### config.mk
export PLATFORM = sky130hd
export DESIGN_NAME = sdw_port
export DESIGN_NICKNAME = d
export VERILOG_FILES = /design/src/rtl/sdw_pkg.sv /design/src/rtl/sdw_pin_if.sv /design/src/rtl/sdw_port.sv /design/src/rtl/sdw_sync.sv
export SDC_FILE = /design/constraint.sdc
export NUM_CORES = 1
export LEC_CHECK = 0
export BUFFER_PORTS_ARGS = -buffer_cell sky130_fd_sc_hd__buf_2
export CORE_ASPECT_RATIO = 0.6
export CORE_UTILIZATION = 35
export CTS_BUF_LIST = sky130_fd_sc_hd__clkbuf_8
export DETAILED_ROUTE_END_ITERATION = 6
export GPL_ROUTABILITY_DRIVEN = 0
export GPL_TIMING_DRIVEN = 0
export SETUP_SLACK_MARGIN = 0.3
export SYNTH_ARGS = -nofsm -noshare
export SYNTH_HDL_FRONTEND = slang
export SYNTH_SLANG_ARGS = --single-unit
### constraint.sdc
create_clock -name i_mclk -period 3 [get_ports i_mclk]
set_input_delay 0.9 -clock i_mclk [delete_from_list [all_inputs] [get_ports i_mclk]]
set_output_delay 0.9 -clock i_mclk [all_outputs]
set_load 0.03 [all_outputs]
### src/rtl/sdw_pkg.sv
// Constants shared by the serial converter write port.
package sdw_pkg;
  // Frame layout: sixteen bits, most significant bit first.
  localparam int FRAME_BITS = 16;
  localparam logic [4:0] FRAME_BITS_C = 5'h10;
  localparam logic [4:0] FRAME_LAST = 5'h0f;
  // Converter code field inside the left-justified frame.
  localparam int CODE_BITS = 10;
  localparam int CODE_HI = 15;
  localparam int CODE_LO = 6;
  // Reset values.
  localparam logic [9:0] CODE_RST = 10'h000;
  localparam logic [15:0] WORD_RST = 16'h0000;
  localparam logic [4:0] CNT_RST = 5'h00;
  // Synchroniser reset levels: chip select idles high, the rest low.
  localparam logic [3:0] PIN_RST = 4'h4;
  // Number of pins passed through the synchroniser.
  localparam int PIN_COUNT = 4;
  // Frame sequencer states.
  typedef enum logic [1:0] {
    SDW_IDLE  = 2'b01,
    SDW_SHIFT = 2'b10
  } sdw_state_e;
endpackage

### src/rtl/sdw_pin_if.sv
// Interface carrying the synchronised serial pins.
`timescale 1ns/10ps
interface sdw_pin_if;
  logic sclk;
  logic cs_n;
  logic din;
  logic sel;
  modport src (output sclk, output cs_n, output din, output sel);
  modport snk (input sclk, input cs_n, input din, input sel);
endinterface

### src/rtl/sdw_port.sv
// Serial write port steering frames to the converter or command path.
// Summary of operation
// - Converter select high routes serial writes to the code register.
// - Frame bits 15..6 form code bits 9..0; lower bits discarded.
// - Converter output updates only when chip select rises after the frame.
// - Clock pulses beyond sixteen bits are tolerated and their data ignored.
// - Converter select low sends reads and writes to command registers.
`timescale 1ns/10ps
module sdw_port (
  input wire logic i_mclk, // System clock, 50 MHz.
  input wire logic i_rst, // Asynchronous reset, active high.
  input wire logic i_sclk, // Serial clock pin from the host.
  input wire logic i_cs_n, // Chip select pin, active low.
  input wire logic i_din, // Serial data input pin.
  input wire logic i_conv_sel, // Converter select pin, high for code.
  input wire logic [15:0] i_cmd_rdata, // Command register read word.
  output logic o_dout, // Serial data output pin.
  output logic o_dout_oe, // Output enable for the data output.
  output logic [9:0] o_dac_code, // Converter code driving the output.
  output logic o_dac_update, // Pulse when the code is updated.
  output logic [15:0] o_cmd_word, // Word written to the command path.
  output logic o_cmd_wr // Pulse when a command word is ready.
);
  // ****************************************************************
  // Pin synchronisation and edge detection
  // ****************************************************************
  sdw_pin_if pins ();
  logic sclk_d_r;
  logic cs_d_r;
  logic sclk_rise;
  logic sclk_fall;
  logic cs_fall;
  logic cs_rise;

  sdw_sync #(
    .WIDTH(sdw_pkg::PIN_COUNT),
    .RST_VAL(sdw_pkg::PIN_RST)
  ) u_sync (
    .i_mclk(i_mclk),
    .i_rst(i_rst),
    .i_raw({i_sclk, i_cs_n, i_din, i_conv_sel}),
    .pins(pins)
  );

  // Delayed copies of the synchronised levels find the edges.
  always_ff @(posedge i_mclk or posedge i_rst) begin
    if (i_rst) begin
      sclk_d_r <= 1'b0;
      cs_d_r <= 1'b1;
    end else begin
      sclk_d_r <= pins.sclk;
      cs_d_r <= pins.cs_n;
    end
  end

  // Edge strobes, one system clock wide.
  assign sclk_rise = pins.sclk & ~sclk_d_r;
  assign sclk_fall = ~pins.sclk & sclk_d_r;
  assign cs_fall = ~pins.cs_n & cs_d_r;
  assign cs_rise = pins.cs_n & ~cs_d_r;

  // ****************************************************************
  // Frame sequencer
  // ****************************************************************
  sdw_pkg::sdw_state_e state_r;
  logic route_conv_r;
  logic [4:0] cnt_r;
  logic [15:0] shift_r;
  logic [3:0] bit_idx;
  logic take_bit;
  logic frame_end;

  // A frame runs from chip select falling to chip select rising.
  always_ff @(posedge i_mclk or posedge i_rst) begin
    if (i_rst) begin
      state_r <= sdw_pkg::SDW_IDLE;
    end else begin
      unique case (state_r)
        sdw_pkg::SDW_IDLE: begin
          if (cs_fall) begin
            state_r <= sdw_pkg::SDW_SHIFT;
          end
        end
        sdw_pkg::SDW_SHIFT: begin
          if (cs_rise) begin
            state_r <= sdw_pkg::SDW_IDLE;
          end
        end
      endcase
    end
  end

  // Bits past the sixteenth are dropped here.
  assign take_bit = (state_r == sdw_pkg::SDW_SHIFT) && sclk_rise &&
                    (cnt_r < sdw_pkg::FRAME_BITS_C);
  assign bit_idx = 4'(sdw_pkg::FRAME_LAST - cnt_r);
  assign frame_end = (state_r == sdw_pkg::SDW_SHIFT) && cs_rise &&
                     (cnt_r != sdw_pkg::CNT_RST);

  // Bits fill the frame from bit 15 downward; unsent bits stay zero.
  always_ff @(posedge i_mclk or posedge i_rst) begin
    if (i_rst) begin
      shift_r <= sdw_pkg::WORD_RST;
      cnt_r <= sdw_pkg::CNT_RST;
    end else if (cs_fall) begin
      shift_r <= sdw_pkg::WORD_RST;
      cnt_r <= sdw_pkg::CNT_RST;
    end else if (take_bit) begin
      shift_r[bit_idx] <= pins.din;
      cnt_r <= cnt_r + 5'h01;
    end
  end

  // The route is taken from the converter select at the first bit.
  always_ff @(posedge i_mclk or posedge i_rst) begin
    if (i_rst) begin
      route_conv_r <= 1'b0;
    end else if (cs_fall) begin
      route_conv_r <= 1'b0;
    end else if (take_bit && cnt_r == sdw_pkg::CNT_RST) begin
      route_conv_r <= pins.sel;
    end
  end

  // ****************************************************************
  // Converter code and command word outputs
  // ****************************************************************
  // The converter code changes only on chip select rising.
  always_ff @(posedge i_mclk or posedge i_rst) begin
    if (i_rst) begin
      o_dac_code <= sdw_pkg::CODE_RST;
      o_dac_update <= 1'b0;
    end else begin
      o_dac_update <= frame_end && route_conv_r;
      if (frame_end && route_conv_r) begin
        o_dac_code <= shift_r[sdw_pkg::CODE_HI:sdw_pkg::CODE_LO];
      end
    end
  end

  // Frames sent with converter select low go to the command path.
  always_ff @(posedge i_mclk or posedge i_rst) begin
    if (i_rst) begin
      o_cmd_word <= sdw_pkg::WORD_RST;
      o_cmd_wr <= 1'b0;
    end else begin
      o_cmd_wr <= frame_end && !route_conv_r;
      if (frame_end && !route_conv_r) begin
        o_cmd_word <= shift_r;
      end
    end
  end

  // ****************************************************************
  // Read data towards the host
  // ****************************************************************
  logic [15:0] rd_sh_r;

  // Read word loads at frame start and shifts on each falling clock.
  always_ff @(posedge i_mclk or posedge i_rst) begin
    if (i_rst) begin
      rd_sh_r <= sdw_pkg::WORD_RST;
    end else if (cs_fall) begin
      rd_sh_r <= i_cmd_rdata;
    end else if (state_r == sdw_pkg::SDW_SHIFT && sclk_fall) begin
      rd_sh_r <= {rd_sh_r[14:0], 1'b0};
    end
  end

  // The output drives during a frame whenever the converter select pin is low.
  assign o_dout = rd_sh_r[15];
  assign o_dout_oe = (state_r == sdw_pkg::SDW_SHIFT) && !pins.sel;

  // ****************************************************************
  // Assertions
  // ****************************************************************
  a_conv_update: assert property (
    @(posedge i_mclk) disable iff (i_rst)
    frame_end && route_conv_r |=> o_dac_update)
    else $error("converter code not updated at frame end");

  a_code_value: assert property (
    @(posedge i_mclk) disable iff (i_rst)
    o_dac_update |-> o_dac_code == $past(shift_r[15:6]))
    else $error("converter code not taken from bits 15 to 6");

  a_code_stable: assert property (
    @(posedge i_mclk) disable iff (i_rst)
    !cs_rise |=> $stable(o_dac_code) && !o_dac_update)
    else $error("converter code changed without chip select rising");

  a_conv_no_cmd: assert property (
    @(posedge i_mclk) disable iff (i_rst)
    frame_end && route_conv_r |=> !o_cmd_wr)
    else $error("converter frame reached the command path");

  a_cmd_route: assert property (
    @(posedge i_mclk) disable iff (i_rst)
    frame_end && !route_conv_r |=> o_cmd_wr && !o_dac_update &&
    o_cmd_word == $past(shift_r))
    else $error("command frame not delivered to the command path");

  a_extra_ignored: assert property (
    @(posedge i_mclk) disable iff (i_rst)
    sclk_rise && !cs_fall && cnt_r == 5'h10 |=> $stable(shift_r) &&
    cnt_r == 5'h10)
    else $error("bit beyond sixteen changed the frame");

  a_msb_first: assert property (
    @(posedge i_mclk) disable iff (i_rst)
    take_bit && !cs_fall && cnt_r == 5'h00 |=> shift_r[15] == $past(pins.din))
    else $error("first bit did not land in bit 15");

  a_oe_conv: assert property (
    @(posedge i_mclk) disable iff (i_rst)
    pins.sel |-> !o_dout_oe)
    else $error("data output driven during converter access");

  a_dout_hold: assert property (
    @(posedge i_mclk) disable iff (i_rst)
    !cs_fall && !sclk_fall |=> $stable(o_dout))
    else $error("data output moved without a serial clock fall");

  c_conv_write: cover property (
    @(posedge i_mclk) disable iff (i_rst) o_dac_update);
  c_cmd_write: cover property (
    @(posedge i_mclk) disable iff (i_rst) o_cmd_wr);
  c_long_frame: cover property (
    @(posedge i_mclk) disable iff (i_rst)
    sclk_rise && cnt_r == 5'h10 && route_conv_r);
endmodule

### src/rtl/sdw_sync.sv
// Two-stage synchroniser bank for the serial pins.
`timescale 1ns/10ps
module sdw_sync #(
  parameter int WIDTH = sdw_pkg::PIN_COUNT,
  parameter logic [WIDTH-1:0] RST_VAL = '0
) (
  input wire logic i_mclk, // System clock.
  input wire logic i_rst, // Asynchronous reset, active high.
  input wire logic [WIDTH-1:0] i_raw, // Pin levels from outside.
  sdw_pin_if.src pins // Synchronised pin levels.
);
  logic [WIDTH-1:0] meta_r;
  logic [WIDTH-1:0] sync_r;

  // The first stage feeds only the second stage.
  // Reset holds each pin's idle level, so no false edge follows reset.
  always_ff @(posedge i_mclk or posedge i_rst) begin
    if (i_rst) begin
      meta_r <= RST_VAL;
      sync_r <= RST_VAL;
    end else begin
      meta_r <= i_raw;
      sync_r <= meta_r;
    end
  end

  // Bit order: 3 clock, 2 select low, 1 data, 0 converter select.
  assign pins.sclk = sync_r[3];
  assign pins.cs_n = sync_r[2];
  assign pins.din = sync_r[1];
  assign pins.sel = sync_r[0];
endmodule

* After elaboration in Yosys (flattened, before gate mapping)
Index checks and enable logic that the tools add are counted.
** Cells by class
- Add/sub/neg operators :: 2
- Multipliers :: 0
- Divide/modulo/power cells :: 0
- Order comparisons :: 3
- Equal/unequal tests :: 4
- Shift operators :: 0
- Mux-type cells :: 14
- Bitwise operators :: 8
- Reduce and logical (&&, ||, !) cells :: 18
** Operator list (number)
- 16-bit 2-to-1 mux :: 4
- 16-bit bitwise mux :: 1
- 1-bit logical AND :: 10
- 5-bit 2-to-1 mux :: 2
- 2-bit nonzero test :: 3
- 5-bit by 1-bit adder with 5-bit output (second input constant) :: 1
- 5-bit logical NOT :: 1
- 4-bit by 5-bit < comparator with 1-bit output (second input constant) :: 1
- 5-bit < comparator (second input constant) :: 1
- 5-bit nonzero test :: 1
- 1-bit AND :: 4
- 1-bit demux with 4-bit select :: 1
- 4-bit by 1-bit greater-or-equal comparator with 1-bit output (second input constant) :: 1
- 2-bit 2-to-1 mux :: 2
- 2-bit inequality test (second input constant) :: 2
- 1-bit NOT :: 4
- 2-bit one-hot mux with 2 select lines :: 1
- 4-bit subtractor (first input constant) :: 1
- 1-bit 2-to-1 mux :: 3
- 2-bit by 1-bit equality test with 1-bit output (second input constant) :: 1
- 2-bit equality test (second input constant) :: 1
- 1-bit logical NOT :: 2
- 2-bit AND reduction :: 1
** Storage, ports and cells
- Register bits after elaboration :: 78
- Latch bits :: 0
- RAM bits :: 0
- Bits in read-only memories :: 0
- Bits of input ports :: 22
- Output and inout bits :: 30
- Memories :: 0

* Longest topological paths before layout
Gate-level depths: netlist of run 1.
- Depth in word-level cells :: 8
- Mapped depth :: 6
- Depth with buffers taken out :: 5

* Cells and area by module
A second synthesis of run 1 with hierarchy kept.
** Unflattened totals
- Cells, all modules :: 255
- Area total of the unflattened synthesis :: 3425.8 µm²
** By module, submodules not included
- sdw_port :: instances 1, cells an instance 246, area each 3219.3 µm², seq. area each 1754.2 µm²
- sdw_sync :: instances 1, cells an instance 9, area each 206.4 µm², seq. area each 202.7 µm²

* Worst setup path before layout of run 1
Ideal clock, no wire load.
- Kind :: reg-to-output
- Start :: register state_r[0]
- End :: output o_dout_oe
- Data arrival time :: 1.102 ns
- Data required time :: 2.100 ns
- Setup slack :: 0.998 ns
- Stages on the path, launching flop included :: 4
- Path buffers :: 1
- Path through :: dfstp_2 -> clkbuf_1 -> nand2b_1 -> nor2_1
** On the way
- Cells in the longest elaborated chain, start to end :: 2
** RTL lines
- start: declaration :: RTL line sdw_port.sv:65 : sdw_pkg::sdw_state_e state_r;
- start signal: assignment :: RTL line sdw_port.sv:76 : state_r <= sdw_pkg::SDW_IDLE;
- start signal: assignment :: RTL line sdw_port.sv:81 : state_r <= sdw_pkg::SDW_SHIFT;
- start signal: assignment :: RTL line sdw_port.sv:86 : state_r <= sdw_pkg::SDW_IDLE;
- 2-bit equality test :: RTL line sdw_port.sv:172 : assign o_dout_oe = (state_r == sdw_pkg::SDW_SHIFT) && !pins.sel;
- 1-bit logical AND :: RTL line sdw_port.sv:172
- end: declaration :: RTL line sdw_port.sv:18 : output logic o_dout_oe,
Every way passes these cells.

* Worst setup path after layout of run 1
Same ends and word-level chain as after synthesis.

==> impl_metrics.toml, run 1 <==
[run_status]
result_of_the_run = "finished, final reports clean"

[layout]
drive_gt1_share_pct = 45.23
fillCellCount = 920
layout.cells.most_common = "sky130_fd_sc_hd__dfrtp_1"
mostFrequentLayoutCells = "74 x sky130_fd_sc_hd__dfrtp_1, 53 x sky130_fd_sc_hd__buf_2, 47 x sky130_fd_sc_hd__mux2_2, 22 x sky130_fd_sc_hd__nand2_1"
design.final.nets = 346
antenna_cells_inserted = 0
final_util_pct = 44.00
area_of_the_multi_input_gates_sq_um = 1380
flow.area_growth_from_synthesis_pct = 19.37
register_area_sq_um = 1957

[die]
dieWidth_um = 130.4
initial_utilization_pct = 36.86
floorplan.io_pins = 52
die_outline_area_sq_um = 10310
core_area_sq_um = 9392
rows = 27
die_h_um = 79.04

[sta]
finalHoldWorstSlack_ns = 0.3504
report.final.slew_viol_count = 0
timing.final.hold_violations = 0
totalNegativeSetupSlack_ns = 0
finalCriticalPeriod_ns = 2.494
transition_time_of_the_tightest_slew_check_pin_ns = 0.8958
timing.slew.headroom_pct = 39.47
fmax_ghz = 0.4010
finalCritPeriodShare_pct = 83.12
setup_viol = 0
rsz0062_at_grt = "no"
finClkSkew_ns = 0.009512

[setup_path]
critPathLaunchType = "flop"
worst-r2r-cell-count = 6
critical_path.top_delay_family = "flip-flops"
critical_path_buf_inv_count = 2
worstPathCellList = "clkbuf_1 -> nand2b_1 -> nor2_1 -> buf_2"
setup.worst_path.class = "reg2out"
cp_data_arrival_time_ns = 1.59
timing.critical_path.slowest_stage_cell = "sky130_fd_sc_hd__dfstp_2"
crit_path_max_fanout = 10
worstSetupPathDepth = 4
slowest_delay_ns = 0.53
timing.critical_path.to_type = "output pin"
worst_ep_required_time_ns = 2.10

[clock_network]
cts.sinks = 78
cts_post_setup_buffers_inserted = 0
cts-hold-fix-buffers = 0
clk_path_buf_depth = 2
htree_num_levels = 3
cts.reportedPaths.clkPinSlew_ns = 0.08
cts_made_buffers = 9
post_cts_resized = 0
tritoncts = "done"
clock_tree.root_cell = "sky130_fd_sc_hd__clkbuf_8"
worstSkewPairLatency_ns = 0.35

[worst_hold_path]
min_delay_path_depth = 0
worst_hold_path_type = "reg2reg"

[drt]
post-route-drc-count = 0
num_vias = 2138
routed_wl_um = 6695
dr.pass1.iters = 4
drt-vias-per-instance = 4.699
wire_per_inst_um = 14.71
number_of_design_rule_violations_left_by_the_first_detailed_router_iteration = 86
final_antenna_net_count = 0

[yosys]
synthesis.nets = 282
synth-seq-cells = 78
synth_area_sq_um = 3462
syn-instance-count = 256
ys_seq_area_share_pct = 56.52
post_synth_num_cell_types = 43
syn_avg_cell_area_sq_um = 13.52
yosysWarnings = 0

[grt]
number_of_global_route_vias_before_repair = 2172
globalRouteOverflowTotal = 0
antenna_violations_before_repair = 0
grt_usage_pct = 14.95
grt_first_pass_wirelength_um = 11270
grt_start_max_net_pins = 32

[power]
irDropWorstVdd_v = 0.0003095
p_leak_nw = 2.067
power.density_nw_per_um2 = 590.7

[flow_run]
timing.max_cap.violations = 0

[place]
dp_hpwl_um = 4815
io_buffer_count = 51
[final timing paths]
| check | slack (ns) | endpoint | from |
|---|---|---|---|
| worst max-delay path | 0.51 | o_dout_oe | state_r[0] |
| worst min-delay path | 0.35 | u_sync.sync_r[0] | u_sync.meta_r[0] |
| worst max register to register | 0.89 | o_cmd_word[0] | cnt_r[0] |
| worst min register to register | 0.35 | u_sync.sync_r[0] | u_sync.meta_r[0] |
| max in group asynchronous | 1.56 | state_r[0] | i_rst |
| min in group asynchronous | 0.64 | u_sync.meta_r[1] | i_rst |
[Yosys cell counts, drive strengths merged]
master | instances | share of area (%)
dfrtp | 74 | 53
mux2 | 56 | 19
nand2 | 22 | 2.4
a21oi | 11 | 1.6
mux2i | 10 | 2.9
inv | 9 | 0.98
nand3 | 8 | 1.3
buf | 7 | 1.8
clkbuf | 7 | 0.79
o21ai | 7 | 1.1
and4bb | 4 | 1.4
dfstp | 4 | 3.0
ha | 4 | 1.4
nand2b | 4 | 0.72
nor4bb | 4 | 1.2
a21bo | 3 | 0.87
nor4b | 3 | 1.2
nand4bb | 2 | 0.65
nor2 | 2 | 0.22
or3 | 2 | 0.36
a31o | 1 | 0.25
a31oi | 1 | 0.18
a41oi | 1 | 0.25
and4b | 1 | 0.29
nand3b | 1 | 0.22
nand4 | 1 | 0.18
nor2b | 1 | 0.18
nor3 | 1 | 0.14
nor3b | 1 | 0.54
o31ai | 1 | 0.22
o41ai | 1 | 0.25
or4 | 1 | 0.22
or4b | 1 | 0.40
[where the power goes]
group          switching, mW  internal, mW
sequential            0.0671          1.18
combinational          0.192         0.222
clock                  0.358         0.422
total                  0.618          1.82
[per-layer routing]
metal  vias to the layer above  wire (um)  track usage [%]
met5                         -          0                0
met4                         0        116            6.207
met3                        12        376            5.391
met2                        46       2592            19.52
met1                      1042       3610            21.90
li1                       1038          -                -
[worst reg2reg max path, cell delays in order (launching register included)]
cell and delay, ns:
sky130_fd_sc_hd__dfrtp_1 0.44, sky130_fd_sc_hd__inv_1 0.09, sky130_fd_sc_hd__ha_1 0.25, sky130_fd_sc_hd__nor4b_4 0.16, sky130_fd_sc_hd__nor3b_4 0.49, sky130_fd_sc_hd__buf_6 0.23, sky130_fd_sc_hd__mux2_2 0.34
[through the flow]
| step | std cells | worst slack (ns) | instance area, sq um | power [mW] |
|---|---|---|---|---|
| after floorplan | 256 | 0.9977 | 3466 | 1.573 |
| after global placement | 437 | 0.6321 | 3884 | 1.666 |
| after detailed placement | 439 | 0.8586 | 3931 | 1.689 |
| after CTS | 455 | 0.4425 | 4133 | 2.500 |
| after global routing | 455 | 0.3565 | 4133 | 2.587 |
| final | 455 | 0.5063 | 4133 | 2.441 |
[cell type report]
class	instances	share of cell area, %
inverters	9	0.9083
well taps	130	3.936
repair buffers	53	7.327
flip-flops and latches	78	47.35
multi-input cells	155	33.39
clock inverters	5	1.211
plain buffers	14	2.210
clock buffers	11	3.663
[sequential cells by signal, indices dropped and copies added, names as in the netlist, 2 cells and up]
register and flops:
cnt_r 5, rd_sh_r 16, u_sync.meta_r 4, o_dac_code 10, u_sync.sync_r 4, state_r 2, o_cmd_word 16, shift_r 16
[kinds of logic after synthesis]
kind of cell	share of synthesized area, %
AOI/OAI and AO/OA	4.735
buffers and inverters	3.614
adders and majority gates	1.446
and+or+nand+nor	11.60
DFF	56.52
muxes	22.08
No activity file was read; power rests on OpenSTA's default activity.
==> inputs of run 2 (changes only) <==
- clock period: 3 -> 2.3 ns (I/O delays scaled with it)
==> impl_metrics.toml, run 2 (same netlist as run 1, synthesis figures left out) <==
[run_status]
result_of_the_run = "finished, final reports clean"

[power]
power.share.clock_pct = 31.6
share_of_total_power_in_sequential_cells_pct = 50.5
power.density_nw_per_um2 = 763.3
comb_power_share_pct = 17.9
fin_total_pwr_mw = 3.216
switching_share_pct = 25.25
total_switching_power_uw = 812.1
p_leak_nw = 2.112
irDropWorstVdd_v = 0.0004046
power.internal_mw = 2.404

[die]
floorplan.io_pins = 52
die_h_um = 79.04
core_area_sq_um = 9392
dieWidth_um = 130.4
die_outline_area_sq_um = 10310
rows = 27
initial_utilization_pct = 36.86

[layout]
antenna_cells_inserted = 0
layout.cells.most_common = "sky130_fd_sc_hd__dfrtp_1"
mostFrequentLayoutCells = "74 x sky130_fd_sc_hd__dfrtp_1, 50 x sky130_fd_sc_hd__buf_2, 47 x sky130_fd_sc_hd__mux2_2, 22 x sky130_fd_sc_hd__nand2_1"
drive_gt1_share_pct = 47.73
flow.area_growth_from_synthesis_pct = 21.72
design.final.nets = 352
biggestRegsByFlops = "o_cmd_word: 16 flops, rd_sh_r: 16 flops, shift_r: 16 flops"

[drt]
final_antenna_net_count = 0
wire_per_inst_um = 14.76
drt-vias-per-instance = 4.698
routed_wl_um = 6803
dr.pass1.iters = 4
post-route-drc-count = 0
number_of_design_rule_violations_left_by_the_first_detailed_router_iteration = 80
num_vias = 2166

[setup_path]
cp_data_arrival_time_ns = 1.32
worst-r2r-cell-count = 6
critPathLaunchType = "flop"
worstReg2RegEnd = "o_dac_code[7]"
worst_ep_required_time_ns = 1.61
beginning_of_the_worst_register_to_register_path = "cnt_r[0]"
reg2reg_setup_slack_ns = 0.38
setup.worst_path.class = "reg2out"
timing.critical_path.to_type = "output pin"
crit_path_max_fanout = 6

[worst_hold_path]
hold_path.startpoint = "u_sync.meta_r[0]"
hold-path-endpoint = "u_sync.sync_r[0]"
worst_hold_path_type = "reg2reg"
min_delay_path_depth = 0

[clock_network]
worstSkewPairLatency_ns = 0.35
htree_num_levels = 3
clock_tree.root_cell = "sky130_fd_sc_hd__clkbuf_8"
cts.reportedPaths.clkPinSlew_ns = 0.07
cts_made_buffers = 9
cts-hold-fix-buffers = 0
clk_path_buf_depth = 2
cts.sinks = 78
tritoncts = "done"

[sta]
finalCriticalPeriod_ns = 2.010
finClkSkew_ns = 0.009974
transition_time_of_the_tightest_slew_check_pin_ns = 0.6767
timing.slew.headroom_pct = 54.79
fmax_ghz = 0.4976
report.final.slew_viol_count = 0
setup_viol = 0
finalCritPeriodShare_pct = 87.37
timing.final.hold_violations = 0
totalNegativeSetupSlack_ns = 0
rsz0062_at_grt = "yes"

[grt]
grt_usage_pct = 14.97
grt_first_pass_wirelength_um = 11280
grt.met2_usage_pct = 19.68
globalRouteOverflowTotal = 0
globalRoute.busiestLayer = "met1"
antenna_violations_before_repair = 0
global_route.usage.met1_pct = 21.81
met3_resource_use_gr_pct = 5.391
grt_start_max_net_pins = 32
number_of_global_route_vias_before_repair = 2182

[place]
dp_hpwl_um = 4815
io_buffer_count = 51

[flow_run]
timing.max_cap.violations = 0
## run 2: changes by cell type in the layout (fill, tap and decap cells not counted), sizes merged
cell / delta
clkbuf: +2
buf: +4
## run 2: worst max-delay path by stage
stage | startpoint | to | slack (ns) | cells past startpoint
6_report | state_r[0] | o_dout_oe | 0.29 | 4
5_1_grt | state_r[0] | o_dout_oe | 0.21 | 4
4_1_cts | state_r[0] | o_dout_oe | 0.20 | 4
3_5_place_dp | cnt_r[0] | o_cmd_word[7] | 0.19 | 6
3_3_place_gp | i_rst | o_cmd_word[1] | 0.14 | 2
2_1_floorplan | state_r[0] | o_dout_oe | 0.51 | 3
## run 2: layout make-up
cell class                 instances  area, sq um
buffer                            14        108.9
clock buffer                      11        151.4
clock inverter                     5        50.05
fill                             910         5177
inverter                           9        37.54
multi-input combinational        155         1396
sequential                        78         1957
tap                              130        162.7
timing repair buffer              59        350.3
## run 2: power by group through the flow
| stage | logic, mW | clock network [mW] | registers (mW) |
|---|---|---|---|
| after floorplan | 0.377 | 0 | 1.67 |
| after global routing | 0.630 | 1.13 | 1.65 |
| after CTS | 0.558 | 1.08 | 1.63 |
| final | 0.575 | 1.02 | 1.62 |
| after global placement | 0.526 | 0 | 1.65 |
| after detailed placement | 0.550 | 0 | 1.65 |
## run 2: layer usage
layer | up-vias | routed length, um
met5 | - | 0
li1 | 1057 | -
met4 | 0 | 125
met2 | 41 | 2673
met1 | 1056 | 3656
met3 | 12 | 348
## run 2: what timing repair did
action                     CTS  global route
buffers inserted             1             5
setup endpoints to repair   10            28
pin swaps                    1             0
gates resized for setup      4             8
## run 2: worst max-delay path, stage by stage (launching register included)
cell and delay, ns:
sky130_fd_sc_hd__dfstp_2 0.54, sky130_fd_sc_hd__buf_8 0.10, sky130_fd_sc_hd__nand2b_4 0.12, sky130_fd_sc_hd__nor2_1 0.04, sky130_fd_sc_hd__buf_4 0.16
## run 2: metrics by stage
stage / cell area, sq um / hold WS [ns] / setup WS [ns] / std cells / util [%]
CTS: 4158 / 0.3565 / 0.2030 / 456 / 44.27
global route: 4214 / 0.3633 / 0.2077 / 461 / 44.87
global placement: 3884 / 0.3350 / 0.1421 / 437 / 41.35
detailed placement: 3931 / 0.3441 / 0.1898 / 439 / 41.86
floorplan: 3466 / 0.3312 / 0.5077 / 256 / -
finish: 4214 / 0.3520 / 0.2904 / 461 / 44.87
